## src/mif_pkg.sv

```systemverilog
// Notes on behaviour
// - Each monitored internal event sets a flag bit high; sag and missing zero crossings share bit 1.
// - The interrupt request output goes low while any set flag other than bit 6 is enabled.
// - Flags are read at index 04h and a clearing view of them at index 05h.
// - Bit 0 sets when the energy register MSB rises from zero to one.
// - Bit 1 sets on a line voltage sag or on missing zero crossings.
// - Bit 2 sets when accumulation over the set half-cycle count ends.
// - Bit 3 sets whenever a new waveform sample is loaded.
// - Bit 4 follows the zero-crossing output level.
// - Bit 5 sets when a new temperature result is stored.
// - Bit 6 sets at the end of any reset and never raises the request.
// - Bit 7 sets when the energy register overflows.
// - Enable bits sit at the same positions as the flags they gate.
package mif_pkg;
   // ****************************************
   // register map (index, byte address = 4 x index)
   // ****************************************
   localparam logic [7:0] MIF_IDX_FLAGS = 8'h04;
   localparam logic [7:0] MIF_IDX_FLAGS_CLR = 8'h05;
   localparam logic [7:0] MIF_IDX_ENABLE = 8'h06;
   localparam logic [7:0] MIF_IDX_SWRESET = 8'h07;
   // ****************************************
   // flag positions
   // ****************************************
   localparam int MIF_BIT_ENERGY_HALF = 0;
   localparam int MIF_BIT_SAG = 1;
   localparam int MIF_BIT_CYCLE_DONE = 2;
   localparam int MIF_BIT_WAVE = 3;
   localparam int MIF_BIT_ZERO_CROSS = 4;
   localparam int MIF_BIT_TEMP = 5;
   localparam int MIF_BIT_RESET = 6;
   localparam int MIF_BIT_OVERFLOW = 7;
   localparam int MIF_NUM_FLAGS = 8;
   // ****************************************
   // reset values
   // ****************************************
   localparam logic [7:0] MIF_FLAGS_RST = 8'h00;
   localparam logic [7:0] MIF_ENABLE_RST = 8'h00;
   localparam logic [7:0] MIF_SETTLE_CYCLES = 8'h04;
endpackage

```

## src/mif_sync.sv

```systemverilog
`timescale 1ns/1ns
module mif_sync #(
   parameter int WIDTH = 8
) (
   input wire logic core_clk,
   input wire logic rst,
   input wire logic [WIDTH-1:0] din,
   output logic [WIDTH-1:0] dout
);
   logic [WIDTH-1:0] stage1_q;
   // first stage feeds only the second
   always_ff @(posedge core_clk or posedge rst) begin
      if (rst) begin
         stage1_q <= '0;
         dout <= '0;
      end else begin
         stage1_q <= din;
         dout <= stage1_q;
      end
   end
endmodule

```

## src/metering_interrupt_flags.sv

```systemverilog
`timescale 1ns/1ns
module metering_interrupt_flags (
   input wire logic core_clk,
   input wire logic rst,
   input wire logic psel,
   input wire logic penable,
   input wire logic pwrite,
   input wire logic [11:0] paddr,
   input wire logic [31:0] pwdata,
   output logic [31:0] prdata,
   output logic pready,
   output logic pslverr,
   input wire logic energyMsb,
   input wire logic sagEvent,
   input wire logic noZeroCross,
   input wire logic lineCycleDone,
   input wire logic waveSampleLoaded,
   input wire logic zeroCrossOut,
   input wire logic tempResultReady,
   input wire logic energyOverflow,
   output logic irqN,
   output logic softResetPulse
);
   // ****************************************
   // event input synchronisation
   // ****************************************
   localparam int NF = mif_pkg::MIF_NUM_FLAGS;
   logic [NF:0] rawIn;
   logic [NF:0] syncIn;
   logic [NF-1:0] evIn;
   // the two sag sources merge only after both are synchronised,
   // so no gate ever sees an unsynchronised pin
   assign rawIn = {noZeroCross, energyOverflow, 1'b0, tempResultReady,
                   zeroCrossOut, waveSampleLoaded, lineCycleDone, sagEvent,
                   energyMsb};

   mif_sync #(.WIDTH(NF + 1)) u_sync (
      .core_clk(core_clk),
      .rst(rst),
      .din(rawIn),
      .dout(syncIn)
   );
   assign evIn = {syncIn[NF-1:2], syncIn[1] | syncIn[NF], syncIn[0]};

   // ****************************************
   // edge detection of event strobes
   // ****************************************
   logic [7:0] prevIn_q;
   logic [7:0] rise;
   always_ff @(posedge core_clk or posedge rst) begin
      if (rst) begin
         prevIn_q <= 8'h00;
      end else begin
         prevIn_q <= evIn;
      end
   end
   // events other than zero-cross are taken as rising edges; level inputs would otherwise re-set
   // a flag right after software clears it
   assign rise = evIn & ~prevIn_q;

   // ****************************************
   // apb decode
   // ****************************************
   logic [9:0] wordIdx;
   logic access;
   logic hitFlags;
   logic hitClear;
   logic hitEnable;
   logic hitSwReset;
   logic mapped;
   assign wordIdx = paddr[11:2];
   assign access = psel & penable & pready;
   assign hitFlags = wordIdx == {2'b00, mif_pkg::MIF_IDX_FLAGS};
   assign hitClear = wordIdx == {2'b00, mif_pkg::MIF_IDX_FLAGS_CLR};
   assign hitEnable = wordIdx == {2'b00, mif_pkg::MIF_IDX_ENABLE};
   assign hitSwReset = wordIdx == {2'b00, mif_pkg::MIF_IDX_SWRESET};
   assign mapped = hitFlags | hitClear | hitEnable | hitSwReset;

   // ****************************************
   // software reset and reset-done marker
   // ****************************************
   logic swResetReq;
   logic [7:0] settle_q;
   logic resetDone;
   assign swResetReq = access & pwrite & hitSwReset & pwdata[0];

   always_ff @(posedge core_clk or posedge rst) begin
      if (rst) begin
         softResetPulse <= 1'b0;
      end else begin
         softResetPulse <= swResetReq;
      end
   end

   // counts down after either reset; done marks the reset end
   always_ff @(posedge core_clk or posedge rst) begin
      if (rst) begin
         settle_q <= mif_pkg::MIF_SETTLE_CYCLES;
      end else if (swResetReq) begin
         settle_q <= mif_pkg::MIF_SETTLE_CYCLES;
      end else if (settle_q != 8'h00) begin
         settle_q <= settle_q - 8'h01;
      end
   end
   assign resetDone = settle_q == 8'h01;

   // ****************************************
   // flag and enable registers
   // ****************************************
   logic [7:0] flags_q;
   logic [7:0] flags_d;
   logic [7:0] enable_q;
   logic [7:0] setVec;
   logic clearAll;

   always_comb begin
      setVec = rise;
      setVec[mif_pkg::MIF_BIT_ENERGY_HALF] =
         rise[mif_pkg::MIF_BIT_ENERGY_HALF];
      setVec[mif_pkg::MIF_BIT_SAG] = rise[mif_pkg::MIF_BIT_SAG];
      setVec[mif_pkg::MIF_BIT_CYCLE_DONE] =
         rise[mif_pkg::MIF_BIT_CYCLE_DONE];
      setVec[mif_pkg::MIF_BIT_WAVE] = rise[mif_pkg::MIF_BIT_WAVE];
      setVec[mif_pkg::MIF_BIT_TEMP] = rise[mif_pkg::MIF_BIT_TEMP];
      setVec[mif_pkg::MIF_BIT_RESET] = resetDone;
      setVec[mif_pkg::MIF_BIT_OVERFLOW] =
         rise[mif_pkg::MIF_BIT_OVERFLOW];
   end

   assign clearAll = access & ~pwrite & hitClear;

   always_comb begin
      flags_d = flags_q;
      // drop only the bits the read returned: a flag set after the data
      // was captured must survive the clear
      if (clearAll) begin
         flags_d = flags_q & ~prdata[7:0];
      end
      // a new event in the clearing cycle survives
      flags_d = flags_d | setVec;
      // zero-cross bit is a live copy, not sticky
      flags_d[mif_pkg::MIF_BIT_ZERO_CROSS] =
         evIn[mif_pkg::MIF_BIT_ZERO_CROSS];
   end

   always_ff @(posedge core_clk or posedge rst) begin
      if (rst) begin
         flags_q <= mif_pkg::MIF_FLAGS_RST;
      end else begin
         flags_q <= flags_d;
      end
   end

   always_ff @(posedge core_clk or posedge rst) begin
      if (rst) begin
         enable_q <= mif_pkg::MIF_ENABLE_RST;
      end else if (access & pwrite & hitEnable) begin
         enable_q <= pwdata[7:0];
      end
   end

   // ****************************************
   // interrupt request
   // ****************************************
   logic [7:0] gated;
   always_comb begin
      gated = flags_d & enable_q;
      gated[mif_pkg::MIF_BIT_RESET] = 1'b0;
   end

   // registered from next-state so it tracks flags_q in the same cycle
   always_ff @(posedge core_clk or posedge rst) begin
      if (rst) begin
         irqN <= 1'b1;
      end else if (access & pwrite & hitEnable) begin
         irqN <= ~|(flags_d & pwdata[7:0] &
                    ~(8'h01 << mif_pkg::MIF_BIT_RESET));
      end else begin
         irqN <= ~|gated;
      end
   end

   // ****************************************
   // apb slave response
   // ****************************************
   // no wait state: pready rises in the first access cycle
   always_ff @(posedge core_clk or posedge rst) begin
      if (rst) begin
         pready <= 1'b0;
      end else begin
         pready <= psel & ~penable;
      end
   end

   always_ff @(posedge core_clk or posedge rst) begin
      if (rst) begin
         pslverr <= 1'b0;
      end else begin
         pslverr <= psel & ~penable & ~mapped;
      end
   end

   always_ff @(posedge core_clk or posedge rst) begin
      if (rst) begin
         prdata <= 32'h00000000;
      end else if (psel & ~penable & ~pwrite) begin
         if (hitFlags | hitClear) begin
            prdata <= {24'h000000, flags_q};
         end else if (hitEnable) begin
            prdata <= {24'h000000, enable_q};
         end else begin
            prdata <= 32'h00000000;
         end
      end
   end
   // note: read data is captured in setup; the clearing read drops only
   // those bits, so a flag set later waits for the next read
   // host is expected to read status first when servicing
endmodule

```

## config.mk

```make
export PLATFORM = sky130hd
export DESIGN_NAME = metering_interrupt_flags
export DESIGN_NICKNAME = d
export VERILOG_FILES = /design/src/mif_pkg.sv /design/src/mif_sync.sv /design/src/metering_interrupt_flags.sv
export SDC_FILE = /design/constraint.sdc
export NUM_CORES = 1
export LEC_CHECK = 0
export BUFFER_PORTS_ARGS = -buffer_cell sky130_fd_sc_hd__clkbuf_2
export CAP_MARGIN = 0
export CELL_PAD_IN_SITES_DETAIL_PLACEMENT = 1
export CELL_PAD_IN_SITES_GLOBAL_PLACEMENT = 1
export CORE_UTILIZATION = 40
export CTS_CLUSTER_SIZE = 24
export DETAILED_ROUTE_END_ITERATION = 8
export PLACE_DENSITY = 0.92
export SYNTH_ARGS = -nofsm -noshare
export SYNTH_HDL_FRONTEND = slang
export SYNTH_SLANG_ARGS = --single-unit
```

## constraint.sdc

```tcl
create_clock -name core_clk -period 5.15 [get_ports core_clk]
set_input_delay 1.03 -clock core_clk [delete_from_list [all_inputs] [get_ports core_clk]]
set_output_delay 1.03 -clock core_clk [all_outputs]
set_load 0.1 [all_outputs]
```

# Yosys cells after proc, flatten, opt, wreduce, memory -nomap -nowiden
# Index checks and enable logic that the tools add are counted.
# word_totals
in_bits,57
reg_bits,83
wordCells,54
out_inout_bits,36
# op_classes
n_mux,6
bitwise,25
reduce_logical,6
add_sub_neg,1
eq_ne,5
# ops
operator,count
"equality test 10 x 3 -> 1 bit, second input constant",4
two-way mux 8 bit,5
bitwise AND 8 bit,4
NOT 8 bit,2
OR reduction 7 bit,2
bitwise AND 1 bit,11
"equality test 8 x 1 -> 1 bit, second input constant",1
OR 8 bit,1
nonzero test 8 bit,1
"subtractor 8 x 1 -> 8 bit, second input constant",1
OR 1 bit,4
NOT 1 bit,3
logical NOT 1 bit,2
nonzero test 2 bit,1
two-way mux 1 bit,1

# Longest topological paths before layout
# logic_depth
depth_word,10
mapped_depth,7
depth_no_buf,7

# Hierarchy
# Synthesis repeated with hierarchy kept, for this count alone.
# hier_totals
hier_cells,219
area_unflattened_um2,2513.7
# by_module_without_submodules
mod,n_inst,cells_each,seq_area_each_um2,area_per_inst_um2
metering_interrupt_flags,1,200,1053.5,2059.5
mif_sync,1,19,450.4,454.2

# Worst setup path after synthesis
# Ideal clock, no wire load.
# synth_timing
kind,input to register
from,in paddr[9]
to,reg enable_q[1]
stages,6
required_time_ns,5.025
path_buffers,2
setup_ns,0.125
path_slack_ns,2.231
arrival_time_ns,2.794
path_cell_list,or4_4 > buf_6 > nor4_4 > and3_1 > buf_2 > mux2_2
# synth_via
elab_chain_len,2
# synth_lines
item,line,text
from (decl),metering_interrupt_flags.sv:8,"input wire logic [11:0] paddr,"
equality test 10 x 3 -> 1 bit,metering_interrupt_flags.sv:75,"assign hitEnable = wordIdx == {2'b00, mif_pkg::MIF_IDX_ENABLE};"
bitwise AND 1 bit,metering_interrupt_flags.sv:157,end else if (access & pwrite & hitEnable) begin
to (signal assigned),metering_interrupt_flags.sv:156,enable_q <= mif_pkg::MIF_ENABLE_RST;
to (signal assigned),metering_interrupt_flags.sv:158,enable_q <= pwdata[7:0];
to (decl),metering_interrupt_flags.sv:112,logic [7:0] enable_q;
# No other way between the ends.
# A chain may end at the register's enable or synchronous reset.

# Final worst setup path
# layout_timing
from,in paddr[11]
to,reg irqN
# layout_via
elab_chain_len,8
elab_cells_between_ends,13
cone_classes,eq/ne: 2; mux: 2; bitwise: 5; reduce/logical: 4
# layout_lines
item,line,text
equality test 10 x 3 -> 1 bit,metering_interrupt_flags.sv:74,"assign hitClear = wordIdx == {2'b00, mif_pkg::MIF_IDX_FLAGS_CLR};"
bitwise AND 1 bit,metering_interrupt_flags.sv:130,assign clearAll = access & ~pwrite & hitClear;
two-way mux 8 bit,metering_interrupt_flags.sv:136,if (clearAll) begin
OR 8 bit,metering_interrupt_flags.sv:140,flags_d = flags_d | setVec;
bitwise AND 8 bit (on tied branches),"metering_interrupt_flags.sv:167, metering_interrupt_flags.sv:176",
OR reduction 7 bit (on tied branches),"metering_interrupt_flags.sv:179, metering_interrupt_flags.sv:176",
logical NOT 1 bit (on tied branches),"metering_interrupt_flags.sv:179, metering_interrupt_flags.sv:176",
two-way mux 1 bit *,metering_interrupt_flags.sv:175,end else if (access & pwrite & hitEnable) begin
to (signal assigned),metering_interrupt_flags.sv:176,irqN <= ~|(flags_d & pwdata[7:0] &
to (signal assigned),metering_interrupt_flags.sv:179,irqN <= ~|gated;
to (decl),metering_interrupt_flags.sv:21,"output logic irqN,"
# Every way passes the cells marked *; elsewhere a longest branch is shown, timed or not.

==> run_results.csv <==
group,metric,value,unit
placed_design,numPortBuffers,42,
placed_design,post_dp_cell_area,2700,um^2
grt,grt_use_total,17.3,%
sta,fin_crit_sh,59.8,%
sta,setup_viol,0,
clocking,cts_hold_buf,0,
worst_setup_path,worstSetupPathType,"input port to register",
logic_synthesis,synth-xor-area-share,1.75,%
logic_synthesis,synth_edf_count,0,
logic_synthesis,synth_area_per_cell,11.3,um^2
pwr,seq_power_share,44.8,%
routing,ant_nets,0,
routing,vias_per_cell,4.97,
sta,rsz0062_at_grt,"no",
flow_run,cap_violations,0,
logic_synthesis,ys_seq_area_share,58.1,%
grt,grt_pass1_vias,1745,
logic_synthesis,synth_area_leaders,"dfrtp_1 (56%), buf_4 (7.2%), nor2_1 (3.1%), a21oi_1 (2.6%), a22oi_1 (2.4%)",
logic_synthesis,synth_top_family_by_area,"simple AND/OR/NAND/NOR gates",
logic_synthesis,ys_types,45,
logic_synthesis,synthFlopType,"dfrtp_1",
logic_synthesis,syn_area,2500,um^2
final_layout,num-nets-final,329,
pwr,p_clk_share,34.3,%
grt,globalRoute.totalOverflow,0,
floorplan,die_h,81.1,um
floorplan,fp.dieW,81.1,um
final_layout,nFillCells,685,
clocking,clock_latency,0.33,ns
clocking,clock_path_buffers,2,
pwr,total_power,1.16,mW
clocking,cts.htree.levels,3,
final_layout,diodes,0,
final_layout,design_area,2880,um^2
pwr,power_density,401,nW/um^2
sta,skew,0.00898,ns
floorplan,initial_core_util,41.8,%
logic_synthesis,async_flop_share,100,%
pwr,leakagePower,1.36,nW
pwr,internal_power,763,uW
sta,fin_tns_setup,0,ns
logic_synthesis,yosysWarnings,0,
logic_synthesis,netlist.area_leader.share,56.0,%
placed_design,gp_congestion,0.739,
routing,dr.pass1.iters,4,
final_layout,final_layout_size_suffix_gt1_share,25.5,%
routing,vias,1736,
logic_synthesis,synth_fa_ha_area_share,1.00,%
floorplan,coreArea,5990,um^2
routing,drt-total-wl,5050,um
pwr,netSwitchingFraction,34.0,%
clocking,cts_tree,"built",
routing,wl_per_cell,14.5,um
pwr,max-vdd-ir-drop,236,uV
clocking,cts_resized,0,
min_path,hp-class,"register to register",
worst_setup_path,end_kind,"register",
final_layout,final_util,48.1,%
sta,finalHoldViolations,0,
final_layout,areaGrowthSynthToFinish,15.1,%
sta,clock.fmax,325,MHz
logic_synthesis,synth-compound-area-share,10.7,%
routing,drc,0,
sta,fin_crit,3.08,ns
clocking,post_cts_buffers,0,
logic_synthesis,ys_ff_latch,58,
grt,grt_start_max_net_pins,59,
floorplan,rows,28,
worst_setup_path,cp_max_fo,10,
routing,detail_route.iter0.violations,69,
pwr,power_frac_comb,20.9,%
clocking,clkTransAtPathRegs,0.06,ns
placed_design,hpwl,3590,um
floorplan,io_pins,93,
sta,slew_violations,0,
worst_setup_path,critical_path_arrival,3.32,ns
clocking,root_buffer,"clkbuf_8",
logic_synthesis,yosys-top-cells-count,"dfrtp_1 (56), buf_4 (24), nor2_1 (21)",
logic_synthesis,synth_most_common_cell,"dfrtp_1",
logic_synthesis,synth_area_leader_cell,"dfrtp_1",
clocking,clkSinkCount,58,
floorplan,die_area,6580,um^2
grt,antenna_found_initial,0,
grt,grt_pass1_wl,8050,um
sta,slew_headroom,23.1,%
logic_synthesis,muxShareOfSynthArea,3.55,%
outcome,status,"complete, no violations",
logic_synthesis,syn_inst,221,
sta,timing_worst_slew_pin_value,1.15,ns
worst_setup_path,crit_path_start_kind,"input port",
pwr,p_switching,393,uW
worst_setup_path,required,5.39,ns
clocking,cts-buffers-inserted,9,
logic_synthesis,yosys.area_share.simple,14.9,%
==> cell usage in the layout, fill, tap and decap left out, types with 5 or more instances in the layout <==
| cell type | synthesis | layout |
|---|---|---|
| a21oi_1 | 13 | 13 |
| a22oi_1 | 8 | 8 |
| clkbuf_2 | 0 | 42 |
| clkbuf_8 | 0 | 10 |
| conb_1 | 1 | 24 |
| dfrtp_1 | 56 | 56 |
| inv_1 | 11 | 10 |
| nand2_1 | 12 | 12 |
| nor2_1 | 21 | 21 |
| nor2b_1 | 8 | 8 |
| nor4_1 | 5 | 5 |
| o21ai_0 | 6 | 6 |
==> per-stage QoR <==
stage	instances	hold WS, ns	setup slack (ns)
2_1_floorplan	244	0.331	2.23
3_3_place_gp	334	0.332	1.80
3_5_place_dp	334	0.336	1.75
4_1_cts	349	0.350	2.10
5_1_grt	349	0.351	1.99
6_report	349	0.347	2.07
==> power groups by stage <==
| stage | Clock, mW | Combinational (mW) | Sequential (mW) |
|---|---|---|---|
| floorplan | 0 | 0.140 | 0.599 |
| global placement | 0 | 0.239 | 0.524 |
| detailed placement | 0 | 0.242 | 0.527 |
| CTS | 0.408 | 0.243 | 0.519 |
| global route | 0.430 | 0.256 | 0.524 |
| finish | 0.396 | 0.241 | 0.518 |
==> state kept, by name, summed over array words and instances, names as in the netlist, 6 cells and up <==
signal,cells
prevIn_q,6
settle_q,8
flags_q,8
prdata,8
u_sync.stage1_q,8
enable_q,8
u_sync.dout,8
==> kinds of logic (layout without fill, tap and decap cells) <==
family / after synthesis / in the layout
xor+xnor: 5 / 5
mux: 8 / 8
fa+ha+maj: 2 / 2
flops: 58 / 58
simple gates: 67 / 67
compound gates: 41 / 41
other cells: 1 / 24
buf+inv: 39 / 69
==> area by class of cell <==
cell class / instances / area [um^2] / share of cell area (%)
clock buffer: 12 / 145 / 5.04
inverter: 11 / 41.3 / 1.43
clock inverter: 3 / 40.0 / 1.39
timing repair buffer: 43 / 218 / 7.56
tap: 75 / 93.8 / 3.26
sequential: 58 / 1450 / 50.5
multi-input combinational: 147 / 890 / 30.9
==> worst paths after layout <==
check	cells past startpoint	to	slack [ns]	startpoint
worst max-delay path	6	irqN$_DFF_PP1_	2.07	paddr[11]
worst min-delay path	0	u_sync.dout[1]$_DFF_PP0_	0.35	u_sync.stage1_q[1]$_DFF_PP0_
worst max register to register	6	irqN$_DFF_PP1_	3.07	pready$_DFF_PP0_
worst min register to register	0	u_sync.dout[1]$_DFF_PP0_	0.35	u_sync.stage1_q[1]$_DFF_PP0_
max in group asynchronous	3	flags_q[1]$_DFF_PP0_	3.79	rst
min in group asynchronous	3	u_sync.stage1_q[5]$_DFF_PP0_	0.89	rst
==> routing by layer <==
| layer | track usage (%) | vias to the layer above | wire length (um) |
|---|---|---|---|
| met5 | 0 | - | 0 |
| li1 | - | 804 | - |
| met2 | 28.7 | 66 | 2430 |
| met4 | 14.1 | 0 | 229 |
| met3 | 3.37 | 20 | 260 |
| met1 | 19.2 | 846 | 2130 |
==> critical path, stage by stage <==
cell and delay, ns:
clkbuf_2 0.08, or4b_1 0.67, nor4_4 0.55, and3_1 0.56
nand3_1 0.17, o31ai_2 0.26
No activity file was read; power rests on OpenSTA's default activity.
